**src/rtl/aao_consts.vh**
```
// Purpose: Shared constants for the add/AND datapath and its register slave
// Assumes: Included by bare name from the design files under rtl/
// Notes:   Definitions only
`ifndef AAO_CONSTS_VH
`define AAO_CONSTS_VH

// ==========================================================================
// Register word offsets (byte address bits [3:2])
`define AAO_IDX_INSTR        2'h0
`define AAO_IDX_ACC          2'h1
`define AAO_IDX_STATUS       2'h2
`define AAO_IDX_RESULT       2'h3

// ==========================================================================
// Status register fields
`define AAO_ST_CARRY         0
`define AAO_ST_NIBBLE        1
`define AAO_ST_ZERO          2
`define AAO_ST_BUSY          4
`define AAO_ST_UNSUP         8

// ==========================================================================
// Opcode fields and patterns (14-bit instruction word)
`define AAO_OP_TOP6          13:8
`define AAO_OP_TOP5          13:9
`define AAO_OP_DEST          7
`define AAO_OP_FILE          6:0
`define AAO_OP_LIT           7:0
`define AAO_PAT_ADD_LIT      5'h1F
`define AAO_PAT_AND_LIT      6'h39
`define AAO_PAT_ADD_FILE     6'h07
`define AAO_PAT_AND_FILE     6'h05

// ==========================================================================
// Operation classes
`define AAO_CL_NONE          3'h0
`define AAO_CL_ADD_LIT       3'h1
`define AAO_CL_AND_LIT       3'h2
`define AAO_CL_ADD_FILE      3'h3
`define AAO_CL_AND_FILE      3'h4

// ==========================================================================
// Bus responses and reset values
`define AAO_RESP_OKAY        2'h0
`define AAO_RESP_SLVERR      2'h2
`define AAO_RESP_DECERR      2'h3
`define AAO_RST_BYTE         8'h00
`define AAO_RST_WORD         32'h00000000

`endif

```
**src/rtl/aao_alu_core.v**
```verilog
// Purpose: 8-bit add/AND core with carry, nibble carry and zero outputs
// Assumes: Purely combinational; the caller registers the results
// Notes:   Flags are computed for both operations; the caller picks which to keep
`timescale 1ns/100ps

module aao_alu_core #(
    parameter DATA_W = 8                        // Operand width
) (
    input  wire [DATA_W-1:0] acc_i,             // Working register operand
    input  wire [DATA_W-1:0] operand_i,         // Literal or file operand
    input  wire              do_add_i,          // High: add, low: AND
    output wire [DATA_W-1:0] result_o,          // Operation result
    output wire              carry_o,           // Carry out of the top bit
    output wire              nibble_carry_o,    // Carry out of bit 3
    output wire              zero_o             // Result is all zero
);

    wire [DATA_W:0] sum;
    wire [4:0]      low_sum;

    assign sum            = {1'b0, acc_i} + {1'b0, operand_i};
    assign low_sum        = {1'b0, acc_i[3:0]} + {1'b0, operand_i[3:0]};
    assign result_o       = do_add_i ? sum[DATA_W-1:0] : (acc_i & operand_i);
    assign carry_o        = sum[DATA_W];
    assign nibble_carry_o = low_sum[4];
    assign zero_o         = (result_o == {DATA_W{1'b0}});

endmodule // aao_alu_core

```
**src/rtl/aao_datapath.v**
```verilog
// Purpose: Add/AND datapath for four core instructions, with AXI4-Lite registers
// Assumes: File register memory answers a read one cycle after file_re_o
// Notes:   Instructions arrive from the decoder port or from the INSTR register
//
// Notes on behaviour
// RULE_01 - Literal-AND decodes from 11 1001 and ANDs accumulator with immediate.
// RULE_02 - Literal-AND result goes to accumulator; only zero flag changes.
// RULE_03 - Add-register (00 0111) adds accumulator and file; updates carry, nibble carry, zero.
// RULE_04 - File instructions: destination bit 0 writes accumulator, 1 writes file.
// RULE_05 - AND-register (00 0101) ANDs accumulator with file; only zero flag changes.
// RULE_06 - Literal-add (11 111x) adds immediate into accumulator; updates all three flags.
//
// Implementation choices: register access over AXI4-Lite and the address map.
`timescale 1ns/100ps
`include "aao_consts.vh"

module aao_datapath #(
    parameter DATA_W = 8,                       // Datapath width
    parameter INSTR_W = 14,                     // Instruction word width
    parameter FADDR_W = 7                       // File address width
) (
    input  wire               ref_clk_i,        // Core clock
    input  wire               reset_i,          // Synchronous reset, active high
    // Decoder instruction port
    input  wire               instr_valid_i,    // Instruction offered
    input  wire [INSTR_W-1:0] instr_i,          // Instruction word
    output wire               instr_ready_o,    // Instruction can be taken this cycle
    output reg                done_o,           // One-cycle pulse when retired
    output reg  [DATA_W-1:0]  acc_o,            // Working register value
    output reg                carry_o,          // Carry flag
    output reg                nibble_carry_o,   // Nibble carry flag
    output reg                zero_o,           // Zero flag
    // File register memory
    output reg  [FADDR_W-1:0] file_addr_o,      // File address
    output reg                file_re_o,        // File read strobe
    input  wire [DATA_W-1:0]  file_rdata_i,     // File read data
    output reg                file_we_o,        // File write strobe
    output reg  [DATA_W-1:0]  file_wdata_o,     // File write data
    // AXI4-Lite slave
    input  wire [3:0]         s_axi_awaddr,     // Write address
    input  wire               s_axi_awvalid,    // Write address valid
    output wire               s_axi_awready,    // Write address ready
    input  wire [31:0]        s_axi_wdata,      // Write data
    input  wire [3:0]         s_axi_wstrb,      // Write strobes
    input  wire               s_axi_wvalid,     // Write data valid
    output wire               s_axi_wready,     // Write data ready
    output reg  [1:0]         s_axi_bresp,      // Write response
    output reg                s_axi_bvalid,     // Write response valid
    input  wire               s_axi_bready,     // Write response ready
    input  wire [3:0]         s_axi_araddr,     // Read address
    input  wire               s_axi_arvalid,    // Read address valid
    output wire               s_axi_arready,    // Read address ready
    output reg  [31:0]        s_axi_rdata,      // Read data
    output reg  [1:0]         s_axi_rresp,      // Read response
    output reg                s_axi_rvalid,     // Read data valid
    input  wire               s_axi_rready      // Read data ready
);

    // ======================================================================
    // Opcode classification, shared by issue and execute
    function [2:0] op_class;
        input [INSTR_W-1:0] op;
        begin
            // RULE_06 literal-add decode
            if (op[`AAO_OP_TOP5] == `AAO_PAT_ADD_LIT) begin
                op_class = `AAO_CL_ADD_LIT;
            // RULE_01 literal-AND decode
            end else if (op[`AAO_OP_TOP6] == `AAO_PAT_AND_LIT) begin
                op_class = `AAO_CL_AND_LIT;
            // RULE_03 add-register decode
            end else if (op[`AAO_OP_TOP6] == `AAO_PAT_ADD_FILE) begin
                op_class = `AAO_CL_ADD_FILE;
            // RULE_05 AND-register decode
            end else if (op[`AAO_OP_TOP6] == `AAO_PAT_AND_FILE) begin
                op_class = `AAO_CL_AND_FILE;
            end else begin
                op_class = `AAO_CL_NONE;
            end
        end
    endfunction

    // ======================================================================
    // State machine
    localparam [1:0] ST_IDLE = 2'b00;
    localparam [1:0] ST_READ = 2'b01;
    localparam [1:0] ST_EXEC = 2'b10;

    reg  [1:0]         state_q;
    reg  [1:0]         state_d;
    reg  [INSTR_W-1:0] op_q;
    reg  [DATA_W-1:0]  result_q;
    reg                unsup_q;

    // AXI holding registers
    reg                aw_held_q;
    reg  [1:0]         aw_idx_q;
    reg                w_held_q;
    reg  [31:0]        wdata_q;
    reg  [3:0]         wstrb_q;

    wire               busy;
    wire               wr_fire;
    wire               bus_instr;
    wire               port_take;
    wire               start;
    wire [INSTR_W-1:0] start_op;
    wire [2:0]         start_cls;
    wire [2:0]         exec_cls;
    wire [DATA_W-1:0]  operand;
    wire [DATA_W-1:0]  alu_res;
    wire               alu_c;
    wire               alu_nc;
    wire               alu_z;
    wire               exec_now;
    wire               file_op;
    wire               to_file;
    wire               is_add;

    assign busy      = (state_q != ST_IDLE);
    assign wr_fire   = aw_held_q && w_held_q && !s_axi_bvalid;
    // Bus instruction needs both low byte lanes; otherwise it is refused
    assign bus_instr = wr_fire && !busy && (aw_idx_q == `AAO_IDX_INSTR)
                       && (wstrb_q[1:0] == 2'b11);
    // Bus issue has priority so a register write is never lost to the port
    assign port_take     = instr_valid_i && !busy && !bus_instr;
    assign instr_ready_o = !busy && !bus_instr;
    assign start         = bus_instr || port_take;
    assign start_op      = bus_instr ? wdata_q[INSTR_W-1:0] : instr_i;
    assign start_cls     = op_class(start_op);
    assign exec_cls      = op_class(op_q);
    assign exec_now      = (state_q == ST_EXEC);
    assign file_op       = (exec_cls == `AAO_CL_ADD_FILE) || (exec_cls == `AAO_CL_AND_FILE);
    assign is_add        = (exec_cls == `AAO_CL_ADD_LIT) || (exec_cls == `AAO_CL_ADD_FILE);
    // RULE_04 destination select
    assign to_file       = file_op && op_q[`AAO_OP_DEST];
    assign operand       = file_op ? file_rdata_i : op_q[`AAO_OP_LIT];

    aao_alu_core #(
        .DATA_W         (DATA_W)
    ) u_core (
        .acc_i          (acc_o),
        .operand_i      (operand),
        .do_add_i       (is_add),
        .result_o       (alu_res),
        .carry_o        (alu_c),
        .nibble_carry_o (alu_nc),
        .zero_o         (alu_z)
    );

    // ======================================================================
    // Sequencing
    always @* begin
        state_d = state_q;
        case (state_q)
            ST_IDLE: begin
                if (start) begin
                    if ((start_cls == `AAO_CL_ADD_FILE) || (start_cls == `AAO_CL_AND_FILE)) begin
                        state_d = ST_READ;
                    end else if (start_cls != `AAO_CL_NONE) begin
                        state_d = ST_EXEC;
                    end
                end
            end
            // Memory data appears one cycle after the read strobe
            ST_READ: begin
                state_d = ST_EXEC;
            end
            ST_EXEC: begin
                state_d = ST_IDLE;
            end
            default: begin
                state_d = ST_IDLE;
            end
        endcase
    end

    always @(posedge ref_clk_i) begin
        if (reset_i) begin
            state_q     <= ST_IDLE;
            op_q        <= {INSTR_W{1'b0}};
            file_addr_o <= {FADDR_W{1'b0}};
            file_re_o   <= 1'b0;
        end else begin
            state_q   <= state_d;
            file_re_o <= 1'b0;
            if (start) begin
                op_q        <= start_op;
                file_addr_o <= start_op[`AAO_OP_FILE];
                file_re_o   <= (state_d == ST_READ);
            end
        end
    end

    // ======================================================================
    // Accumulator, flags and file write-back
    always @(posedge ref_clk_i) begin
        if (reset_i) begin
            acc_o          <= `AAO_RST_BYTE;
            carry_o        <= 1'b0;
            nibble_carry_o <= 1'b0;
            zero_o         <= 1'b0;
            result_q       <= `AAO_RST_BYTE;
            file_we_o      <= 1'b0;
            file_wdata_o   <= `AAO_RST_BYTE;
            done_o         <= 1'b0;
            unsup_q        <= 1'b0;
        end else begin
            file_we_o <= 1'b0;
            done_o    <= exec_now;
            if (exec_now) begin
                result_q <= alu_res;
                // RULE_02 RULE_05 zero always tracks
                zero_o   <= alu_z;
                // RULE_03 RULE_06 arithmetic flags
                if (is_add) begin
                    carry_o        <= alu_c;
                    nibble_carry_o <= alu_nc;
                end
                // RULE_04 write-back target
                if (to_file) begin
                    file_we_o    <= 1'b1;
                    file_wdata_o <= alu_res;
                end else begin
                    // RULE_01 RULE_02 accumulator result
                    acc_o <= alu_res;
                end
            end else if (wr_fire && !busy) begin
                // Software may preload accumulator and flags while idle
                if (aw_idx_q == `AAO_IDX_ACC && wstrb_q[0]) begin
                    acc_o <= wdata_q[DATA_W-1:0];
                end
                if (aw_idx_q == `AAO_IDX_STATUS && wstrb_q[0]) begin
                    carry_o        <= wdata_q[`AAO_ST_CARRY];
                    nibble_carry_o <= wdata_q[`AAO_ST_NIBBLE];
                    zero_o         <= wdata_q[`AAO_ST_ZERO];
                end
            end
            // Set wins over a write-one clear in the same cycle
            if (start && (start_cls == `AAO_CL_NONE)) begin
                unsup_q <= 1'b1;
            end else if (wr_fire && !busy && (aw_idx_q == `AAO_IDX_STATUS) && wstrb_q[1]
                         && wdata_q[`AAO_ST_UNSUP]) begin
                unsup_q <= 1'b0;
            end
        end
    end

    // ======================================================================
    // AXI4-Lite write channel
    assign s_axi_awready = !aw_held_q && !s_axi_bvalid;
    assign s_axi_wready  = !w_held_q && !s_axi_bvalid;

    always @(posedge ref_clk_i) begin
        if (reset_i) begin
            aw_held_q    <= 1'b0;
            aw_idx_q     <= 2'b00;
            w_held_q     <= 1'b0;
            wdata_q      <= `AAO_RST_WORD;
            wstrb_q      <= 4'h0;
            s_axi_bvalid <= 1'b0;
            s_axi_bresp  <= `AAO_RESP_OKAY;
        end else begin
            if (s_axi_awvalid && s_axi_awready) begin
                aw_held_q <= 1'b1;
                aw_idx_q  <= s_axi_awaddr[3:2];
            end
            if (s_axi_wvalid && s_axi_wready) begin
                w_held_q <= 1'b1;
                wdata_q  <= s_axi_wdata;
                wstrb_q  <= s_axi_wstrb;
            end
            if (wr_fire) begin
                aw_held_q    <= 1'b0;
                w_held_q     <= 1'b0;
                s_axi_bvalid <= 1'b1;
                // Result register is read-only; writes while busy are refused
                if (aw_idx_q == `AAO_IDX_RESULT) begin
                    s_axi_bresp <= `AAO_RESP_DECERR;
                end else if (busy || (aw_idx_q == `AAO_IDX_INSTR && !bus_instr)) begin
                    s_axi_bresp <= `AAO_RESP_SLVERR;
                end else begin
                    s_axi_bresp <= `AAO_RESP_OKAY;
                end
            end else if (s_axi_bvalid && s_axi_bready) begin
                s_axi_bvalid <= 1'b0;
            end
        end
    end

    // ======================================================================
    // AXI4-Lite read channel
    assign s_axi_arready = !s_axi_rvalid;

    always @(posedge ref_clk_i) begin
        if (reset_i) begin
            s_axi_rvalid <= 1'b0;
            s_axi_rdata  <= `AAO_RST_WORD;
            s_axi_rresp  <= `AAO_RESP_OKAY;
        end else begin
            if (s_axi_arvalid && s_axi_arready) begin
                s_axi_rvalid <= 1'b1;
                s_axi_rresp  <= `AAO_RESP_OKAY;
                s_axi_rdata  <= `AAO_RST_WORD;
                case (s_axi_araddr[3:2])
                    `AAO_IDX_INSTR: begin
                        s_axi_rdata[INSTR_W-1:0] <= op_q;
                    end
                    `AAO_IDX_ACC: begin
                        s_axi_rdata[DATA_W-1:0] <= acc_o;
                    end
                    `AAO_IDX_STATUS: begin
                        s_axi_rdata[`AAO_ST_CARRY]  <= carry_o;
                        s_axi_rdata[`AAO_ST_NIBBLE] <= nibble_carry_o;
                        s_axi_rdata[`AAO_ST_ZERO]   <= zero_o;
                        s_axi_rdata[`AAO_ST_BUSY]   <= busy;
                        s_axi_rdata[`AAO_ST_UNSUP]  <= unsup_q;
                    end
                    `AAO_IDX_RESULT: begin
                        s_axi_rdata[DATA_W-1:0] <= result_q;
                    end
                    default: begin
                        s_axi_rresp <= `AAO_RESP_DECERR;
                    end
                endcase
            end else if (s_axi_rvalid && s_axi_rready) begin
                s_axi_rvalid <= 1'b0;
            end
        end
    end

endmodule // aao_datapath

```
**config.mk**
```make
export PLATFORM = sky130hd
export DESIGN_NAME = aao_datapath
export DESIGN_NICKNAME = d
export VERILOG_FILES = /design/src/rtl/aao_alu_core.v /design/src/rtl/aao_datapath.v
export VERILOG_INCLUDE_DIRS = /design/src /design/src/rtl
export SDC_FILE = /design/constraint.sdc
export NUM_CORES = 1
export LEC_CHECK = 0
export ABC_AREA = 1
export ABC_CLOCK_PERIOD_IN_PS = 3900
export BUFFER_PORTS_ARGS = -buffer_cell sky130_fd_sc_hd__buf_2
export CAP_MARGIN = 20
export CORE_AREA = 2 2 97 99
export CTS_BUF_LIST = sky130_fd_sc_hd__clkbuf_16
export CTS_CLUSTER_DIAMETER = 200
export DETAILED_ROUTE_END_ITERATION = 10
export DIE_AREA = 0 0 99 101
export PLACE_DENSITY = 0.9
export SLEW_MARGIN = 0
export SYNTH_ARGS = -nofsm -noshare
export SYNTH_HDL_FRONTEND = slang
export SYNTH_SLANG_ARGS = --single-unit
```
**constraint.sdc**
```tcl
create_clock -name ref_clk_i -period 3.9 [get_ports ref_clk_i]
set_clock_uncertainty 0.2 [all_clocks]
set_input_delay 0.78 -clock ref_clk_i [delete_from_list [all_inputs] [get_ports ref_clk_i]]
set_output_delay 0.78 -clock ref_clk_i [all_outputs]
set_load 0.01 [all_outputs]
```
* Word-level counts from Yosys, hierarchy flattened
Index checks and enable logic that the tools add are counted.
Cells by class: reductions and logical operators 54, bitwise logic cells 3, add/sub/neg operators 2, eq/ne operators 25, mux-type cells 45
Operators by type and width (number):
- $mux W8 | 6
- $eq A6 B3 Y1 const B | 4
- $mux W3 | 8
- $logic_and A1 B1 Y1 | 23
- $mux W1 | 18
- $mux W14 | 1
- $reduce_bool A2 Y1 | 7
- $eq A2 B2 Y1 const B | 6
- $eq A6 B6 Y1 const B | 2
- $pmux W3 S4 | 1
- $eq A5 B5 Y1 const B | 2
- $mux W2 | 5
- $add A8 B8 Y9 | 1
- $pmux W3 S3 | 1
- $and A8 B8 Y8 | 1
- $eq A2 B1 Y1 const B | 4
- $logic_not A8 Y1 | 1
- $eq A3 B2 Y1 const B | 2
- $eq A3 B3 Y1 const B | 2
- $logic_not A1 Y1 | 6
- $logic_not A2 Y1 | 3
- $reduce_and A3 Y1 | 2
- $reduce_or A2 Y1 | 3
- $add A4 B4 Y5 | 1
- 13 further kinds | 19
Word-level totals: output and inout bits 71, logic and storage cells 151, input port bits 74, register bits after elaboration 92

* Logic depth before layout (Yosys ltp)
word-level depth 17, gate-level depth with buffers 18, depth with buffers taken out 18

* Cells and area by module
From an unflattened synthesis, not the netlist that was laid out.
Second synthesis, totals: cell total of the unflattened synthesis 642, area, all modules 4524.3 um^2
By module, submodules not included:
- aao_datapath | sequential area each 1701.6 um^2, instances 1, area an instance 3927.5 um^2, cells an instance 530
- aao_alu_core | sequential area each 0.0 um^2, instances 1, area an instance 596.8 um^2, cells an instance 112

* Worst setup path after synthesis
OpenSTA, ideal clock, no wires.
path kind register to register, start point register op_q[13], end point register zero_o, clock period less this slack 2.673 ns, setup slack 1.227 ns, stages on the path, launching flop included 16, data arrival time 2.404 ns, buffers on the path 1, library setup time 0.070 ns, required time 3.630 ns, cell sequence dfxtp_1 > nor2_1 > nand3_2 > nand2_2 > clkbuf_1 > o21ai_0 > ha_1 > fa_1 > xor2_1 > nand2_1 > nand2_1 > nor2_1 > nand2_1 > nor2_1 > nand4_1 > a21oi_1
On the way: word-level cells in the longest chain between the ends 12, elaborated cells between the ends (all ways) 19
RTL lines:
- from (decl) | RTL line aao_datapath.v:90 | reg [INSTR_W-1:0] op_q;
- from (signal assigned) | RTL line aao_datapath.v:180 | op_q <= {INSTR_W{1'b0}};
- from (signal assigned) | RTL line aao_datapath.v:187 | op_q <= start_op;
- $eq A6 B3 Y1 (no source line)
- $mux W3 | RTL line aao_datapath.v:74 | end else if (op[`AAO_OP_TOP6] == `AAO_PAT_AND_FILE) begin
- $mux W3 | RTL line aao_datapath.v:71 | end else if (op[`AAO_OP_TOP6] == `AAO_PAT_ADD_FILE) begin
- $mux W3 | RTL line aao_datapath.v:68 | end else if (op[`AAO_OP_TOP6] == `AAO_PAT_AND_LIT) begin
- $mux W3 * | RTL line aao_datapath.v:65 | if (op[`AAO_OP_TOP5] == `AAO_PAT_ADD_LIT) begin
- $eq A3 B2 Y1 (no source line) / $eq A3 B3 Y1 (equally long branches)
- $logic_or A1 B1 Y1 | RTL line aao_datapath.v:132 | assign file_op = (exec_cls == `AAO_CL_ADD_FILE) || (exec_cls == `AAO_CL_AND_FILE);
- $mux W8 | RTL line aao_datapath.v:136 | assign operand = file_op ? file_rdata_i : op_q[`AAO_OP_LIT];
- $add A8 B8 Y9 / $and A8 B8 Y8 (equally long branches) | RTL line aao_alu_core.v:21, aao_alu_core.v:23
- $mux W8 * | RTL line aao_alu_core.v:23 | assign result_o = do_add_i ? sum[DATA_W-1:0] : (acc_i & operand_i);
- $logic_not A8 Y1 * | RTL line aao_alu_core.v:26 | assign zero_o = (result_o == {DATA_W{1'b0}});
- $mux W1 * | RTL line aao_datapath.v:210 | if (exec_now) begin
- to (signal assigned) | RTL line aao_datapath.v:213 | zero_o <= alu_z;
- to (signal assigned) | RTL line aao_datapath.v:235 | zero_o <= wdata_q[`AAO_ST_ZERO];
- to (decl) | RTL line aao_datapath.v:32 | output reg zero_o,
Every way passes the cells marked *; elsewhere a longest branch is shown, timed or not. A chain may end at the register's enable or synchronous reset.

* Final worst setup path
Ends and elaborated chain as after synthesis.

==> metrics.md <==
| Metric | Value |
|---|---|
| Synth Area in XOR/XNOR | `0.001957` |
| Synth cell types | `36` |
| Setup Viol. Count Final | `0` |
| Ratio of cells with drive above 1 in the final layout | `0.2036` |
| Critical Path Start Type | `flip-flop` |
| Initial antenna violation count | `0` |
| Maxcap violations | `0` |
| CTS buffer count | `9` |
| Crit path time final | `3064 ps` |
| DR WL/cell | `14.76 µm` |
| CTS tree | `done` |
| RR Endpoint | `zero_o$_SDFFE_PP0P_` |
| CTS sink cnt | `85` |
| Hold_sp | `s_axi_rdata[12]$_SDFFE_PP0P_` |
| Post-DR vias/cell | `5.422` |
| Die area | `around 10000 µm²` |
| Crit path cell chain | `nor2_1 -> nand3_2 -> nand2_2 -> o21ai_0 -> ha_1 -> fa_1 -> nand3_1 -> nand2_1 -> nand2_1 -> nand3_1 -> nand2_1 -> nand2_1 -> nor2_1 -> nand4_1 -> a21oi_1` |
| WHS Endpoint | `s_axi_rdata[12]$_SDFFE_PP0P_` |
| Status | `finished, final reports clean` |
| Asr flop ratio synth | `0` |
| Mapped Area | `between 4000 and 5000 µm²` |
| RSZ-0062 raised after global routing | `no` |
| CP max FO | `17` |
| Family with the most delay on the worst path | `simple AND/OR/NAND/NOR gates` |
| Total number of vias | `4544` |
| Post-CTS Setup Bufs | `0` |
| GRT Overall Usage | `0.2459` |
| Final Instance Area | `5197 µm²` |
| DP Area | `4915 µm²` |
| Starting Density | `0.4985` |
| Most Frequent Cell on Critical Path | `nand2_1` |
| ANT cells | `0` |
| Synth warnings | `0` |
| PwrDens | `387.2 nW/µm²` |
| Crit Path Category | `flip-flop to flip-flop` |
| WL final | `12370 µm` |
| CP Buf/Inv Count | `0` |
| Hold Path Stages | `2` |
| R2R setup slack | `around 840 ps` |
| Worst-Margin Slew | `790.3 ps` |
| Setup_tns | `0 ps` |
| Count of final hold-check violations | `0` |
| Resized Gates After CTS | `0` |
| Hold-fix buffers at CTS | `0` |
| CP Data Arrival Time | `3130 ps` |
| Mux contribution to synthesized area | `0` |
| GRT overflow | `0` |
| Max-slew headroom | `0.4719` |
| CP Capture Type | `flip-flop` |
| Worst-path clk slew | `60 ps` |
| Most frequent cells in the layout | `nand2_1 (136), buf_2 (100), dfxtp_1 (85), inv_1 (79), a21oi_1 (68)` |
| Pins Over Slew Limit | `0` |
| Die Y | `101 µm` |
| Flops & latches, synth | `85` |
| Drt pass-1 iters | `7` |
| CTS H-tree lvls | `3` |
| Fin crit share | `0.7857` |
| Sequential-to-total area share from yosys stat | `0.3802` |
| Leak | `2.534 nW` |
| Worst skew pair latency | `330 ps` |
| First-pass GRT wire length | `just under 20000 µm` |
| VDD IR max | `210.0 µV` |
| FP Rows | `35` |
| Compound-cell area share of the yosys netlist | `0.1926` |
| Most common cell after layout, fill and taps aside | `nand2_1` |
| GRT met1 Usage | `0.3091` |
| Reg-to-Reg Start | `op_q[13]$_SDFFE_PP0N_` |
| Combinational family with the most area after synthesis | `simple AND/OR/NAND/NOR gates` |
| # DRC | `0` |
| Worst path slowest cell | `fa_1` |
| Gr busiest metal | `met2` |
| I/O pin count | `145` |
| Die W | `99 µm` |
| GRT met2 Usage | `0.4194` |
| Fmax | `between 300 and 400 MHz` |
| Post-synthesis simple-gate area fraction | `0.2541` |
| Reg2reg path depth | `15` |
| Critical Path RT | `3970 ps` |
| Fillers | `831` |
| Pin count of the biggest net entering global routing | `41` |
| DP HPWL | `9302 µm` |
| Met3 usage | `0.05340` |
| RD Place Congestion | `0.9667` |
| Post-route ant nets | `0` |
| Gate Count Post-Synth | `between 600 and 700` |
| EDFF count, synth | `0` |
| Syn_area_per_cell | `7.026 µm²` |
| Port buffer count | `100` |
| Crit-path max cell delay | `between 400 and 500 ps` |
| Post-Synth Adder-Cell Area | `0.03243` |
| Core Area | `around 9000 µm²` |
| DR iter-0 viols | `345` |
| Clock buffer depth | `2` |
| Area delta synth->final | `16.13%` |
| Worst hold path class | `flip-flop to flip-flop` |
| Dominant synthesized flop cell | `dfxtp_1` |
| Vias in the first global route | `4095` |
| Layout net count | `808` |
| Root buf cell | `clkbuf_16` |
## per-stage QoR
step	utilization	cells	setup slack [ps]	hold WS [ps]	power [mW]
2_1_floorplan	-	656	1227	230.0	1.136
3_3_place_gp	0.5475	823	1006	250.2	1.197
3_5_place_dp	0.5475	823	950.7	252.4	1.203
4_1_cts	0.5790	838	907.5	261.9	2.013
5_1_grt	0.5790	838	576.4	284.8	2.096
6_report	0.5790	838	835.9	260.0	2.012
## worst max path at each step
stage	start	end	slack [ps]	depth (start not counted)
3_5_place_dp	op_q[13]$_SDFFE_PP0N_	zero_o$_SDFFE_PP0P_	950	14
3_3_place_gp	op_q[13]$_SDFFE_PP0N_	zero_o$_SDFFE_PP0P_	1010	14
2_1_floorplan	op_q[13]$_SDFFE_PP0N_	zero_o$_SDFFE_PP0P_	1230	15
4_1_cts	op_q[13]$_SDFFE_PP0N_	zero_o$_SDFFE_PP0P_	910	14
6_report	op_q[13]$_SDFFE_PP0N_	zero_o$_SDFFE_PP0P_	840	15
5_1_grt	op_q[10]$_SDFFE_PP0N_	zero_o$_SDFFE_PP0P_	580	15
## worst register-to-register path: cells and delay by family, from the launching register on
family	cells	cell delay, ps
AO/OA/AOI/OAI	2	290
AND/OR/NAND/NOR	11	1460
flip-flops	1	340
adder cells (fa/ha/maj)	2	700
## logic make-up (layout without fill, tap and decap cells)
family / Yosys count / count (layout)
and+or+nand+nor: 251 / 251
AOI/OAI and AO/OA: 156 / 156
buffers and inverters: 132 / 203
DFF: 85 / 85
adders and majority gates: 11 / 11
other: 1 / 20
xor gates and xnor gates: 1 / 1
## routing by layer
| layer | vias up | share of wire |
|---|---|---|
| li1 | 2222 | - |
| met1 | 2083 | 0.40 |
| met2 | 213 | 0.49 |
| met3 | 26 | 0.084 |
| met4 | 0 | 0.026 |
| met5 | - | 0 |
## layout make-up
type                    count  area, µm²  area share
multi-input cells         439       2228      0.4287
flip-flops and latches     85       1702      0.3274
repair buffers            104      530.5      0.1021
inverters                  84      315.3     0.06066
clock buffers               9      225.2     0.04333
well taps                 111      138.9     0.02672
clock inverters             6      57.56     0.01107
## Yosys cell counts, types with 3 or more instances
| cell type | instances | area, µm² |
|---|---|---|
| nor2_2 | 6 | 37.54 |
| nand3_2 | 5 | 50.05 |
| nand2_1 | 136 | 510.5 |
| o21ai_1 | 5 | 25.02 |
| o21ai_0 | 58 | 290.3 |
| a31oi_1 | 3 | 18.77 |
| a221oi_1 | 4 | 35.03 |
| nor2_1 | 40 | 150.1 |
| clkbuf_1 | 16 | 60.06 |
| buf_4 | 30 | 225.2 |
| nand2_2 | 4 | 25.02 |
| dfxtp_1 | 85 | 1702 |
| ha_1 | 10 | 125.1 |
| nand3_1 | 39 | 195.2 |
| inv_2 | 5 | 18.77 |
| inv_1 | 77 | 289.0 |
| a21oi_1 | 68 | 340.3 |
| o221ai_1 | 10 | 87.58 |
| o21ai_2 | 3 | 26.28 |
| nand4_1 | 11 | 68.82 |
## state kept, by name, summed over array words and instances (netlist names), 2 cells and up
signal / cells
s_axi_rdata: 14
wdata_q: 14
acc_o: 8
file_wdata_o: 8
op_q: 8
result_q: 8
file_addr_o: 6
aw_idx_q: 2
s_axi_bresp: 2
state_q: 2
wstrb_q: 2
## where the power goes
group	internal (mW)	switching, mW
clock	0.487	0.334
combinational	0.0852	0.166
sequential	0.909	0.0307
total	1.48	0.531
Power figures use the tool's default switching activity.
